### src/inc/hvcfg_pkg.sv
/*
 Shared constants, field layouts and helpers for the harvester register
 bank: register offsets, reset values, voltage scales and packed carriers.
 Assumes millivolt-coded rail readings and a single 125 MHz clock.
*/
package hvcfg_pkg;

	// ------------------------------------------------------------
	// register offsets
	// ------------------------------------------------------------
	localparam logic [7:0] ADDR_FLAGS = 8'h02;
	localparam logic [7:0] ADDR_MASK = 8'h03;
	localparam logic [7:0] ADDR_SYSCFG = 8'h04;
	localparam logic [7:0] ADDR_WAKE_CONFIG = 8'h05;

	// bus address of the device; value is arbitrary
	localparam logic [6:0] DEV_ADDR_DEFAULT = 7'h2A;

	// ------------------------------------------------------------
	// reset values and writable bits
	// ------------------------------------------------------------
	localparam logic [4:0] FLAGS_RST = 5'h00;
	localparam logic [4:0] MASK_RST = 5'h00;
	localparam logic [7:0] SYSCFG_RST = 8'h07;
	localparam logic [7:0] WAKE_CONFIG_RST = 8'h87;
	localparam logic [7:0] WAKE_CONFIG_WMASK = 8'hD7;

	// ------------------------------------------------------------
	// voltage scales, millivolts
	// ------------------------------------------------------------
	localparam int MV_W = 13;
	localparam logic [12:0] REG_BASE_MV = 13'h0FA0;
	localparam logic [12:0] REG_STEP_MV = 13'h0032;
	localparam logic [12:0] WAKE_BASE_MV = 13'h0BB8;
	localparam logic [12:0] WAKE_STEP_MV = 13'h0064;

	// ------------------------------------------------------------
	// timing
	// ------------------------------------------------------------
	localparam int CLK_MHZ = 125;
	localparam int POR_MEAS_US = 1000;
	localparam int POR_MEAS_CYCLES = POR_MEAS_US * CLK_MHZ;

	// ------------------------------------------------------------
	// carriers
	// ------------------------------------------------------------
	typedef struct packed {
		logic harvest_ready;
		logic opencircuit_ready;
		logic opencircuit_valid;
		logic enable_state;
		logic wake_state;
	} hvcfg_status_t;

	typedef struct packed {
		logic regulation_mode_select;
		logic [2:0] recharge_threshold;
		logic [3:0] regulation_voltage;
	} hvcfg_syscfg_t;

	typedef struct packed {
		logic periodic_opencircuit_enable;
		logic periodic_thermal_enable;
		logic rsvd5;
		logic irq_pin_repurpose;
		logic rsvd3;
		logic [2:0] wake_threshold;
	} hvcfg_wake_config_t;

	// ------------------------------------------------------------
	// scale helpers
	// ------------------------------------------------------------
	function automatic logic [12:0] reg_target_mv(input logic [3:0] code);
		reg_target_mv = REG_BASE_MV + 13'(REG_STEP_MV * {9'h000, code});
	endfunction

	function automatic logic [12:0] wake_mv(input logic [2:0] code);
		wake_mv = WAKE_BASE_MV + 13'(WAKE_STEP_MV * {10'h000, code});
	endfunction

	function automatic logic [12:0] recharge_mv(input logic [2:0] code);
		case (code)
			3'h0: recharge_mv = 13'h0019;
			3'h1: recharge_mv = 13'h0032;
			3'h2: recharge_mv = 13'h004B;
			3'h3: recharge_mv = 13'h0064;
			3'h4: recharge_mv = 13'h0096;
			3'h5: recharge_mv = 13'h00C8;
			3'h6: recharge_mv = 13'h00FA;
			default: recharge_mv = 13'h012C;
		endcase
	endfunction

endpackage

### src/hvcfg_sync.sv
/*
 Three-stage input synchroniser with agreement filter for pin inputs.
 Assumes inputs are asynchronous to ref_clk_i; output moves only when
 the second and third stages agree.
*/
`timescale 1ns/1ns
module hvcfg_sync #(
	parameter int W = 2,
	parameter logic [1:0] RST_VAL = 2'h3
) (
	input wire logic clk_i,
	input wire logic rst_n_i,
	input wire logic [W-1:0] d_i,
	output logic [W-1:0] q_o
);
	logic [W-1:0] s1, s2, s3;
	logic [W-1:0] next_q;

	if (W != 2) begin : g_chk
		$error("hvcfg_sync: width must match reset value width");
	end

	// ----------------------------------------------------------------
	// filter: first stage feeds only the second
	// ----------------------------------------------------------------
	always_comb begin
		next_q = q_o;
		for (int i = 0; i < W; i++) begin
			if (s2[i] == s3[i]) begin
				next_q[i] = s3[i];
			end
		end
	end

	always_ff @(posedge clk_i or negedge rst_n_i) begin
		if (!rst_n_i) begin
			s1 <= RST_VAL;
			s2 <= RST_VAL;
			s3 <= RST_VAL;
			q_o <= RST_VAL;
		end else begin
			s1 <= d_i;
			s2 <= s1;
			s3 <= s2;
			q_o <= next_q;
		end
	end
endmodule

### src/hvcfg_ctrl.sv
/*
 Rail regulation, wake comparison and measurement trigger logic driven
 by the configuration registers. Assumes sys_mv_i and the tick/request
 strobes are produced on ref_clk_i by neighbouring logic.
*/
`timescale 1ns/1ns
module hvcfg_ctrl
	import hvcfg_pkg::*;
#(
	parameter int POR_CYCLES = POR_MEAS_CYCLES
) (
	input wire logic clk_i,
	input wire logic rst_n_i,
	input wire hvcfg_syscfg_t syscfg_i,
	input wire hvcfg_wake_config_t wake_config_i,
	input wire logic [12:0] sys_mv_i,
	input wire logic period_tick_i,
	input wire logic meas_request_i,
	input wire logic thermal_monitor_enable_i,
	output logic boost_run_o,
	output logic [12:0] target_mv_o,
	output logic wake_o,
	output logic wake_state_o,
	output logic oc_start_o,
	output logic th_start_o
);
	logic por_pend;
	logic [31:0] por_cnt;
	logic next_boost, next_wake, next_pend, next_oc, next_th;
	logic [31:0] next_cnt;
	logic [12:0] next_target, hyst, wthr;

	if (POR_CYCLES < 1) begin : g_chk
		$error("hvcfg_ctrl: POR_CYCLES must be at least 1");
	end

	// ----------------------------------------------------------------
	// next-state computation
	// ----------------------------------------------------------------
	always_comb begin
		next_target = reg_target_mv(syscfg_i.regulation_voltage);
		hyst = recharge_mv(syscfg_i.recharge_threshold);
		wthr = wake_mv(wake_config_i.wake_threshold);
		next_boost = boost_run_o;
		if (!syscfg_i.regulation_mode_select) begin
			next_boost = 1'b1;
		end else if (boost_run_o && sys_mv_i >= next_target) begin
			next_boost = 1'b0;
		end else if (!boost_run_o &&
			({1'b0, sys_mv_i} + {1'b0, hyst}) <= {1'b0, next_target}) begin
			next_boost = 1'b1;
		end
		next_wake = (sys_mv_i >= wthr);
		// initial measurement waits so software may still cancel it
		next_pend = por_pend;
		next_cnt = por_cnt;
		if (por_pend) begin
			if (!wake_config_i.periodic_opencircuit_enable) begin
				next_pend = 1'b0;
			end else if (por_cnt == 32'h0000_0000) begin
				next_pend = 1'b0;
			end else begin
				next_cnt = por_cnt - 32'h0000_0001;
			end
		end
		next_oc = meas_request_i ||
			(wake_config_i.periodic_opencircuit_enable &&
			(period_tick_i || (por_pend && por_cnt == 32'h0000_0000)));
		next_th = thermal_monitor_enable_i &&
			wake_config_i.periodic_thermal_enable && period_tick_i;
	end

	always_ff @(posedge clk_i or negedge rst_n_i) begin
		if (!rst_n_i) begin
			boost_run_o <= 1'b1;
			target_mv_o <= REG_BASE_MV;
			wake_o <= 1'b0;
			wake_state_o <= 1'b1;
			por_pend <= 1'b1;
			por_cnt <= 32'(POR_CYCLES - 1);
			oc_start_o <= 1'b0;
			th_start_o <= 1'b0;
		end else begin
			boost_run_o <= next_boost;
			target_mv_o <= next_target;
			wake_o <= next_wake;
			wake_state_o <= !next_wake;
			por_pend <= next_pend;
			por_cnt <= next_cnt;
			oc_start_o <= next_oc;
			th_start_o <= next_th;
		end
	end
endmodule

### src/hvcfg_top.sv
/*
 Register bank of the harvester: two-wire serial slave, interrupt flags
 with mask, system regulation and wake configuration, interrupt pin mux.
 Assumes status inputs and rail readings are on ref_clk_i; scl/sda come
 from pins and are synchronised here.
*/
`timescale 1ns/1ns
module hvcfg_top
	import hvcfg_pkg::*;
#(
	parameter logic [6:0] DEV_ADDR = DEV_ADDR_DEFAULT,
	parameter int POR_CYCLES = POR_MEAS_CYCLES
) (
	input wire logic ref_clk_i,
	input wire logic rst_n_i,
	input wire logic scl_i,
	input wire logic sda_i,
	output logic sda_o,
	output logic sda_oe_o,
	input wire logic harvest_ready_i,
	input wire logic opencircuit_ready_i,
	input wire logic opencircuit_valid_i,
	input wire logic enable_state_i,
	input wire logic [12:0] sys_mv_i,
	input wire logic period_tick_i,
	input wire logic meas_request_i,
	input wire logic thermal_monitor_enable_i,
	input wire logic source_discharge_i,
	output logic irq_pin_o,
	output logic irq_pin_oe_o,
	output logic boost_run_o,
	output logic [12:0] target_mv_o,
	output logic wake_o,
	output logic wake_state_o,
	output logic oc_meas_start_o,
	output logic thermal_meas_start_o
);
	typedef enum {ST_IDLE, ST_ADDR, ST_ACK, ST_WR, ST_RD, ST_RACK} hvcfg_st_t;

	logic [1:0] rst_sync;
	logic rst_n;
	logic scl_f, sda_f, scl_q, sda_q;
	logic start_c, stop_c, rise_c, fall_c;
	hvcfg_st_t st, next_st;
	logic [3:0] cnt, next_cnt;
	logic [7:0] sh, next_sh, ptr, next_ptr;
	logic first, next_first, rd_mode, next_rd_mode;
	logic next_sda_oe, rd_clr;
	logic [4:0] flags, next_flags, mask, next_mask, chg;
	hvcfg_status_t status_c, status_prev;
	hvcfg_syscfg_t syscfg, next_syscfg;
	hvcfg_wake_config_t wake_config, next_wake_config;
	logic next_irq_o, next_irq_oe;

	if (POR_CYCLES < 1) begin : g_chk
		$error("hvcfg_top: POR_CYCLES must be at least 1");
	end

	// ----------------------------------------------------------------
	// reset release and pin synchronisers
	// ----------------------------------------------------------------
	// release through two stages so no flop sees a runt release edge
	always_ff @(posedge ref_clk_i or negedge rst_n_i) begin
		if (!rst_n_i) begin
			rst_sync <= 2'h0;
		end else begin
			rst_sync <= {rst_sync[0], 1'b1};
		end
	end
	assign rst_n = rst_sync[1];

	hvcfg_sync #(.W(2), .RST_VAL(2'h3)) u_pin_sync (
		.clk_i(ref_clk_i),
		.rst_n_i(rst_n),
		.d_i({scl_i, sda_i}),
		.q_o({scl_f, sda_f})
	);

	// bus conditions from filtered levels
	assign start_c = scl_f && scl_q && sda_q && !sda_f;
	assign stop_c = scl_f && scl_q && !sda_q && sda_f;
	assign rise_c = scl_f && !scl_q;
	assign fall_c = !scl_f && scl_q;

	// ----------------------------------------------------------------
	// rail, wake and measurement control
	// ----------------------------------------------------------------
	hvcfg_ctrl #(.POR_CYCLES(POR_CYCLES)) u_ctrl (
		.clk_i(ref_clk_i),
		.rst_n_i(rst_n),
		.syscfg_i(syscfg),
		.wake_config_i(wake_config),
		.sys_mv_i(sys_mv_i),
		.period_tick_i(period_tick_i),
		.meas_request_i(meas_request_i),
		.thermal_monitor_enable_i(thermal_monitor_enable_i),
		.boost_run_o(boost_run_o),
		.target_mv_o(target_mv_o),
		.wake_o(wake_o),
		.wake_state_o(wake_state_o),
		.oc_start_o(oc_meas_start_o),
		.th_start_o(thermal_meas_start_o)
	);

	assign status_c = '{harvest_ready_i, opencircuit_ready_i,
		opencircuit_valid_i, enable_state_i, wake_state_o};
	assign chg = status_c ^ status_prev;

	// ----------------------------------------------------------------
	// register read mux
	// ----------------------------------------------------------------
	function automatic logic [7:0] read_byte(input logic [7:0] a,
		input logic [4:0] f, input logic [4:0] m,
		input logic [7:0] s, input logic [7:0] w);
		case (a)
			ADDR_FLAGS: read_byte = {3'h0, f};
			ADDR_MASK: read_byte = {3'h0, m};
			ADDR_SYSCFG: read_byte = s;
			ADDR_WAKE_CONFIG: read_byte = w;
			default: read_byte = 8'h00; // unmapped reads as zero
		endcase
	endfunction

	// ----------------------------------------------------------------
	// serial slave, register file and interrupt pin: next values
	// ----------------------------------------------------------------
	always_comb begin
		next_st = st;
		next_cnt = cnt;
		next_sh = sh;
		next_ptr = ptr;
		next_first = first;
		next_rd_mode = rd_mode;
		next_sda_oe = sda_oe_o;
		next_mask = mask;
		next_syscfg = syscfg;
		next_wake_config = wake_config;
		rd_clr = 1'b0;
		case (st)
			ST_IDLE: begin
				next_sda_oe = 1'b0;
			end
			ST_ADDR: begin
				if (rise_c) begin
					next_sh = {sh[6:0], sda_f};
					next_cnt = cnt + 4'h1;
				end else if (fall_c && cnt == 4'h8) begin
					if (sh[7:1] == DEV_ADDR) begin
						next_st = ST_ACK;
						next_sda_oe = 1'b1;
						next_rd_mode = sh[0];
					end else begin
						next_st = ST_IDLE;
					end
				end
			end
			ST_WR: begin
				if (rise_c) begin
					next_sh = {sh[6:0], sda_f};
					next_cnt = cnt + 4'h1;
				end else if (fall_c && cnt == 4'h8) begin
					if (first) begin
						next_ptr = sh;
						next_first = 1'b0;
					end else begin
						// flag register is read-only, writes dropped
						case (ptr)
							ADDR_MASK: next_mask = sh[4:0];
							ADDR_SYSCFG: next_syscfg = sh;
							ADDR_WAKE_CONFIG: next_wake_config = sh & WAKE_CONFIG_WMASK;
							default: next_mask = mask;
						endcase
						next_ptr = ptr + 8'h01;
					end
					next_st = ST_ACK;
					next_sda_oe = 1'b1;
				end
			end
			ST_RD: begin
				if (rise_c) begin
					next_cnt = cnt + 4'h1;
				end else if (fall_c) begin
					if (cnt == 4'h8) begin
						next_sda_oe = 1'b0;
						next_st = ST_RACK;
					end else begin
						next_sh = {sh[6:0], 1'b0};
						next_sda_oe = !sh[6];
					end
				end
			end
			ST_ACK, ST_RACK: begin
				// host nack ends a read burst
				if (st == ST_RACK && rise_c && sda_f) begin
					next_st = ST_IDLE;
				end else if (fall_c) begin
					next_cnt = 4'h0;
					if (rd_mode) begin
						next_sh = read_byte(ptr, flags, mask, syscfg, wake_config);
						next_sda_oe = !next_sh[7];
						next_ptr = ptr + 8'h01;
						rd_clr = (ptr == ADDR_FLAGS);
						next_st = ST_RD;
					end else begin
						next_sda_oe = 1'b0;
						next_st = ST_WR;
					end
				end
			end
			default: begin
				next_st = ST_IDLE;
			end
		endcase
		if (start_c) begin
			next_st = ST_ADDR;
			next_cnt = 4'h0;
			next_first = 1'b1;
			next_sda_oe = 1'b0;
		end else if (stop_c) begin
			next_st = ST_IDLE;
			next_sda_oe = 1'b0;
		end
		// a toggle in the clearing cycle survives the clear
		next_flags = (flags & ~{5{rd_clr}}) | chg;
		if (wake_config.irq_pin_repurpose) begin
			next_irq_oe = 1'b1;
			next_irq_o = source_discharge_i;
		end else begin
			next_irq_oe = |(flags & ~mask);
			next_irq_o = 1'b0;
		end
	end

	// ----------------------------------------------------------------
	// state registers
	// ----------------------------------------------------------------
	always_ff @(posedge ref_clk_i or negedge rst_n) begin
		if (!rst_n) begin
			scl_q <= 1'b1;
			sda_q <= 1'b1;
			st <= ST_IDLE;
			cnt <= 4'h0;
			sh <= 8'h00;
			ptr <= 8'h00;
			first <= 1'b1;
			rd_mode <= 1'b0;
			sda_o <= 1'b0;
			sda_oe_o <= 1'b0;
			flags <= FLAGS_RST;
			mask <= MASK_RST;
			syscfg <= SYSCFG_RST;
			wake_config <= WAKE_CONFIG_RST;
			status_prev <= '0;
			irq_pin_o <= 1'b0;
			irq_pin_oe_o <= 1'b0;
		end else begin
			scl_q <= scl_f;
			sda_q <= sda_f;
			st <= next_st;
			cnt <= next_cnt;
			sh <= next_sh;
			ptr <= next_ptr;
			first <= next_first;
			rd_mode <= next_rd_mode;
			sda_o <= 1'b0;
			sda_oe_o <= next_sda_oe;
			flags <= next_flags;
			mask <= next_mask;
			syscfg <= next_syscfg;
			wake_config <= next_wake_config;
			status_prev <= status_c;
			irq_pin_o <= next_irq_o;
			irq_pin_oe_o <= next_irq_oe;
		end
	end
endmodule

### config.mk
export PLATFORM = sky130hd
export DESIGN_NAME = hvcfg_top
export DESIGN_NICKNAME = d
export VERILOG_FILES = /design/src/inc/hvcfg_pkg.sv /design/src/hvcfg_sync.sv /design/src/hvcfg_ctrl.sv /design/src/hvcfg_top.sv
export SDC_FILE = /design/constraint.sdc
export NUM_CORES = 1
export LEC_CHECK = 0
export ABC_AREA = 0
export BUFFER_PORTS_ARGS = -buffer_cell sky130_fd_sc_hd__buf_2
export CAP_MARGIN = 20
export CORE_ASPECT_RATIO = 1.25
export CORE_MARGIN = 2
export CORE_UTILIZATION = 50
export DETAILED_ROUTE_END_ITERATION = 7
export PLACE_DENSITY = 0.64
export SLEW_MARGIN = 20
export SYNTH_ARGS = -nofsm -noshare
export SYNTH_HDL_FRONTEND = slang
export SYNTH_SLANG_ARGS = --single-unit
### constraint.sdc
create_clock -name ref_clk_i -period 5.7 [get_ports ref_clk_i]
set_input_delay 0.855 -clock ref_clk_i [delete_from_list [all_inputs] [get_ports ref_clk_i]]
set_output_delay 0.855 -clock ref_clk_i [all_outputs]
set_load 0.05 [all_outputs]
Yosys cells after proc, flatten, opt, wreduce, memory -nomap -nowiden
Index checks and enable logic that the tools add are counted.
Word-level totals
  word-level logic and storage cells: 225
  input port bits: 25
  bits in registers: 149
  output and inout port bits: 22
Cells by class
  add/sub/neg operators: 6
  mux-type cells: 70
  bitwise gates (word level): 9
  eq/ne operators: 46
  $lt $le $gt $ge: 3
  multiply operators: 2
  reduce and logical (&&, ||, !) cells: 50
Operators with widths (number)
  two-way mux 32 bit: 11
  case mux 32 bit (5 select lines): 1
  two-way mux 8 bit: 17
  equality test 32 x 2 -> 1 bit (second input constant): 2
  equality test 32 x 3 -> 1 bit (second input constant): 2
  zero test 32 bit: 2
  case mux 9 bit (7 select lines): 1
  != test 4 bit (second input constant): 10
  equality test 32 x 1 -> 1 bit (second input constant): 1
  equality test 32 x 4 -> 1 bit (second input constant): 1
  case mux 8 bit (4 select lines): 1
  subtractor 32 x 1 -> 32 bit (second input constant): 1
  two-way mux 1 bit: 29
  adder 12 x 10 -> 13 bit (first input constant): 2
  >= comparator 13 bit: 2
  case mux 8 bit (3 select lines): 1
  != test 2 bit (second input constant): 9
  equality test 8 x 2 -> 1 bit (second input constant): 2
  equality test 8 x 3 -> 1 bit (second input constant): 2
  logical AND 1 bit: 16
  two-way mux 4 bit: 4
  case mux 8 bit (2 select lines): 1
  AND reduction 5 bit: 3
  adder 13 x 9 -> 14 bit: 1
  39 further kinds: 64

Longest topological paths before layout
  word-level depth: 13
  gate-level depth with buffers: 18
  gate-level depth less buffers: 17

Hierarchy
A second synthesis with hierarchy kept.
Unflattened totals
  cell total of the unflattened synthesis: 751
  area total of the unflattened synthesis: 7613.6 µm²
By module, submodules not included
  hvcfg_ctrl: times used 1, sequential area each 1273.7 µm², cells each 412, area an instance 4052.6 µm²
  hvcfg_top: times used 1, sequential area each 1539.0 µm², cells each 329, area an instance 3328.2 µm²
  hvcfg_sync: times used 1, sequential area each 210.2 µm², cells each 10, area an instance 232.7 µm²

Worst setup path after synthesis
No wires, ideal clock.
  kind: input -> register
  from: input sys_mv_i[0]
  to: register u_ctrl.boost_run_o
  cell stages on the path: 15
  data arrival time: 3.245 ns
  buffers on the path: 0
  library setup time: 0.085 ns
  path slack: 2.370 ns
  data required time: 5.615 ns
  path through: ha_1 -> inv_1 -> fa_1 -> nor2b_1 -> o21a_1 -> o21ai_0 -> a211oi_1 -> o2111ai_1 -> xnor2_1 -> ha_1 -> nor4b_1 -> nand4_1 -> o32ai_1 -> a21oi_1 -> o221ai_1
On the way
  cells in the longest elaborated chain, start to end: 4
  elaborated cells between the ends (all ways): 8
  classes of those cells: add/sub (1); order compare (2); eq/ne (1); mux (2); reduce/logical (2)
Ends and longest elaborated chain
  from (decl): line hvcfg_top.sv:24  | input wire logic [12:0] sys_mv_i,
  adder 13 x 9 -> 14 bit or >= comparator 13 bit (tied branches): line hvcfg_ctrl.sv:50, hvcfg_ctrl.sv:47
  <= comparator 14 x 13 -> 1 bit or logical AND 1 bit (tied branches): line hvcfg_ctrl.sv:50, hvcfg_ctrl.sv:47
  logical AND 1 bit or two-way mux 1 bit (tied branches): line hvcfg_ctrl.sv:49, hvcfg_ctrl.sv:47
  != test 3 x 1 -> 1 bit (no source line) or two-way mux 1 bit (tied branches)
  to (signal assigned): line hvcfg_ctrl.sv:84  | boost_run_o <= next_boost;
  to (decl): line hvcfg_ctrl.sv:20  | output logic boost_run_o,
Several ways; a longest one is shown, not always the timed one.
A chain may end at the register's enable or synchronous reset.

Worst setup path in the final report
  from: register syscfg[6] (netlist bit)
  to: register u_ctrl.boost_run_o
On the way
  cells in the longest elaborated chain, start to end: 6
  elaborated cells between the ends (all ways): 12
  classes of those cells: add/sub (1); order compare (1); eq/ne (7); mux (1); reduce/logical (2)
Ends and longest elaborated chain
  from (decl): line hvcfg_top.sv:51  | hvcfg_syscfg_t syscfg, next_syscfg;
  from (signal assigned): line hvcfg_top.sv:269  | syscfg <= next_syscfg;
  equality test 3 bit (tied with other cells): line hvcfg_pkg.sv:82  | case (code)
  case mux 9 bit (7 select lines) (*): line hvcfg_pkg.sv:82
  adder 13 x 9 -> 14 bit (*): line hvcfg_ctrl.sv:50  | ({1'b0, sys_mv_i} + {1'b0, hyst}) <= {1'b0, next_target}) begin
  <= comparator 14 x 13 -> 1 bit (*): line hvcfg_ctrl.sv:50
  logical AND 1 bit (*): line hvcfg_ctrl.sv:49  | end else if (!boost_run_o &&
  != test 3 x 1 -> 1 bit (no source line) (*)
Every way passes the cells marked *; elsewhere a longest branch is shown, timed or not.

==> flow_summary.ini <==
[global_route]
vias_in_the_first_global_route = 5561
antenna_found_initial = 0
gr-usage-all-layers_pct = 22.19
grt_pass1_wl_mm = 27.56
grt_start_max_net_pins = 64
overflow = 0

[power]
power.switching_mw = 0.7522
seq_power_share_pct = 42.0
total_power_divided_by_cell_area_nw_per_um2 = 303.0
power_switching_share_pct = 30.47
vdd_ir_drop_max_uv = 261.1
power_frac_clock_pct = 42.2
power_leakage_nw = 3.910
total_chip_power_mw = 2.469
p_int_mw = 1.716
combinationalPowerShare_pct = 15.8

[floorplan]
dieWidth_um = 111.5
fp.dieH_um = 138.3
design.die.area_um2 = 15420
initial_utilization_pct = 50.74
row_count = 49
coreArea_um2 = 14220
i_o_pin_count = 47

[timing]
slew-limit-headroom_pct = 46.99
final.min_clock_period_ps = 3663
maxClockFrequency_ghz = 0.2730
rsz0062_at_grt = no
worst_slack_ps = 2037
max_slew.worst_pin.slew_ps = 795.1
final.setup.tns_ps = 0
timing.clock.skew_ps = 7.055
final_hold_viol_count = 0
drv_slew = 0
timing.final.crit_share_pct = 64.27
report.final.setup_viol = 0

[clocking]
cts_post_setup_buffers_inserted = 0
cts_repair_resize_count = 0
cts_num_sinks = 119
cts_max_level = 4
post_cts_hold_buffer_count = 0
tritoncts = done
clk_pin_slew_worst_paths_ps = 60
numCtsBuffers = 17
insertion_delay_ps = 420
ctsRootBufferMaster = sky130_fd_sc_hd__clkbuf_16
cts-root-to-sink-buffers = 2

[run]
max_cap_violations = 0

[synthesis]
synth_edf_count = 0
largest_family_of_logic_cells_by_synthesized_area = simple AND/OR/NAND/NOR gates
synth_fa_ha_area_share_pct = 12.79
synth_ff_type = sky130_fd_sc_hd__dfrtp_1
netlist-cell-type-count = 76
synth_xor_xnor_area_share_pct = 6.917
post_synth.cell_area_avg_um2 = 9.982
async_reset_ff_share_pct = 100.0
synth-compound-area-share_pct = 13.30
synth.mux.area_fraction_pct = 3.970
netlist_instances = 723
ys_seq_elements = 119
synth_simple_gate_area_share_pct = 17.01
synth.yosys.seq_area_share_pct = 41.89
synth.cell_area_um2 = 7217
yosys_warn_count = 0

[finish]
final_cell_mix = sky130_fd_sc_hd__dfrtp_1, sky130_fd_sc_hd__ha_1, sky130_fd_sc_hd__nand2_1, sky130_fd_sc_hd__buf_2, sky130_fd_sc_hd__inv_1
fillers = 1285
n_antenna_cell = 0
share_of_layout_cells_above_drive_strength_1_pct = 19.64
layout.cells.non_filler = 957
most_frequent_standard_cell_in_the_layout_excluding_fill_and_tap_cells = sky130_fd_sc_hd__dfrtp_1
fin_nets = 862
layout_overhead_on_the_synthesized_area_pct = 12.88

[route]
drc = 0
detail_route.wl_per_cell_um = 16.89
via_per_inst = 5.772
drt_pass1_iterations = 5
dr_total_vias = 5524
ant_nets = 0
detailedRoute.firstIterationViolations = 206
detail_route.wirelength_mm = 16.17

[setup_path]
crit_arrival_ps = 4000
crit_path_max_fanout = 11
timing_worst_setup_path_type = flip-flop to flip-flop
r2r_slack_ps = 2040
critPathRequiredTime_ps = 6040
crit_path_end_kind = flip-flop
worstSetupStartpointType = flip-flop

[placement]
finalWeightedCongestion = 0.9441
port-buffer-count = 44
dp.cells = 924
dp_slack_ps = 1931
place.detailed.hpwl_mm = 11.96

[hold_path]
hold_path_class = input port to async pin

[outcome]
run_status = completed
[worst max-delay path, stage by stage (launching register included)]
cell and delay (ps):
sky130_fd_sc_hd__dfrtp_1 500, sky130_fd_sc_hd__nor2_1 170, sky130_fd_sc_hd__xor2_1 260, sky130_fd_sc_hd__inv_1 70, sky130_fd_sc_hd__ha_1 270, sky130_fd_sc_hd__a21oi_1 230
sky130_fd_sc_hd__o211ai_1 150, sky130_fd_sc_hd__nand2b_1 170, sky130_fd_sc_hd__a41oi_1 430, sky130_fd_sc_hd__nor2_1 90, sky130_fd_sc_hd__xor2_1 160, sky130_fd_sc_hd__ha_1 290
sky130_fd_sc_hd__and4_1 190, sky130_fd_sc_hd__nand3_1 110, sky130_fd_sc_hd__a31oi_1 50, sky130_fd_sc_hd__nor4_1 180, sky130_fd_sc_hd__a21oi_1 110, sky130_fd_sc_hd__o221ai_1 170
[area by class of cell]
class                           instances  area (µm²)  area share, %
Multi-Input combinational cell        537        3913          48.03
Inverter                               44       167.7          2.058
Clock buffer                           22       454.2          5.575
Clock inverter                         10       120.1          1.474
Timing Repair Buffer                   47       242.7          2.980
Sequential cell                       119        3027          37.15
Tap cell                              178       222.7          2.734
[cell usage after synthesis, types with 3 or more instances]
cell	instances	area [µm²]
sky130_fd_sc_hd__and3_1	4	25.02
sky130_fd_sc_hd__nor2b_1	12	75.07
sky130_fd_sc_hd__o21a_1	6	45.04
sky130_fd_sc_hd__inv_1	43	161.4
sky130_fd_sc_hd__nor4_1	11	68.82
sky130_fd_sc_hd__and2_1	4	25.02
sky130_fd_sc_hd__a21oi_1	39	195.2
sky130_fd_sc_hd__nand2_1	66	247.7
sky130_fd_sc_hd__a22oi_1	13	97.59
sky130_fd_sc_hd__dfstp_2	36	945.9
sky130_fd_sc_hd__nand3_1	22	110.1
sky130_fd_sc_hd__o21ai_0	39	195.2
sky130_fd_sc_hd__dfrtp_1	83	2077
sky130_fd_sc_hd__a21o_1	3	22.52
sky130_fd_sc_hd__o2111ai_1	3	26.28
sky130_fd_sc_hd__nor3_1	16	80.08
sky130_fd_sc_hd__nand2b_1	9	56.30
sky130_fd_sc_hd__nand4_1	7	43.79
sky130_fd_sc_hd__o211ai_1	7	52.55
sky130_fd_sc_hd__nand3b_1	5	37.54
sky130_fd_sc_hd__ha_1	69	863.3
sky130_fd_sc_hd__xnor2_1	32	280.3
sky130_fd_sc_hd__mux2i_1	5	50.05
sky130_fd_sc_hd__a31oi_1	5	31.28
sky130_fd_sc_hd__or4_1	5	37.54
sky130_fd_sc_hd__o221ai_1	3	26.28
sky130_fd_sc_hd__o31ai_1	3	22.52
sky130_fd_sc_hd__a211oi_1	4	30.03
sky130_fd_sc_hd__mux2_2	21	236.5
sky130_fd_sc_hd__clkbuf_1	19	71.32
sky130_fd_sc_hd__nor4_2	6	75.07
sky130_fd_sc_hd__nor2_1	40	150.1
sky130_fd_sc_hd__a221oi_1	4	35.03
sky130_fd_sc_hd__xor2_1	25	219.0
[logic make-up after synthesis]
logic type / after synthesis
AND/OR/NAND/NOR: 229
AO/OA/AOI/OAI: 149
flip-flops: 119
adder cells (fa/ha/maj): 73
buffers and inverters: 68
XOR/XNOR: 57
multiplexers: 26
other: 2
[routing by layer]
layer	global-route usage (%)	up-vias	wire, µm
met4	11.24	0	622
met3	4.691	44	494
met2	37.03	129	8039
li1	-	2678	-
met1	27.23	2673	7008
met5	0	-	0
[final timing paths]
path,start,end,cells after the start
max in group asynchronous,rst_sync[1],mask[0],1
hold reg to reg,u_pin_sync.s1[0],u_pin_sync.s2[0],0
min in group ref_clk_i,u_pin_sync.s1[0],u_pin_sync.s2[0],0
setup reg to reg,syscfg[6],u_ctrl.boost_run_o,17
hold / removal,rst_n_i,rst_sync[1],1
setup / recovery,syscfg[6],u_ctrl.boost_run_o,17
[power by group through the flow]
stage                     clock network, mW  logic, mW  registers, mW
after detailed placement                  0      0.386           1.05
after global routing                   1.10      0.446           1.05
after floorplan                           0      0.301           1.00
after CTS                              1.06      0.391           1.03
final                                  1.04      0.390           1.04
after global placement                    0      0.378           1.04
[stage by stage]
step | hold slack (ps) | util (%) | area (µm²)
2_1_floorplan | 331.2 | - | 7221
3_3_place_gp | 343.6 | 53.15 | 7560
3_5_place_dp | 337.2 | 53.15 | 7560
4_1_cts | 194.5 | 57.19 | 8134
5_1_grt | 201.4 | 57.27 | 8147
6_report | 213.6 | 57.27 | 8147
[flip-flops by register name, indices dropped and copies added (netlist names), 2 cells and up]
name,flops
u_ctrl.por_cnt,32
syscfg,8
u_pin_sync.s2,2
u_pin_sync.q_o,2
mask,5
rst_sync,2
sh,8
status_prev,5
cnt,4
u_pin_sync.s1,2
st,3
wake_config,6
flags,5
u_pin_sync.s3,2
ptr,8
u_ctrl.target_mv_o,12
Power figures use the tool's default switching activity.
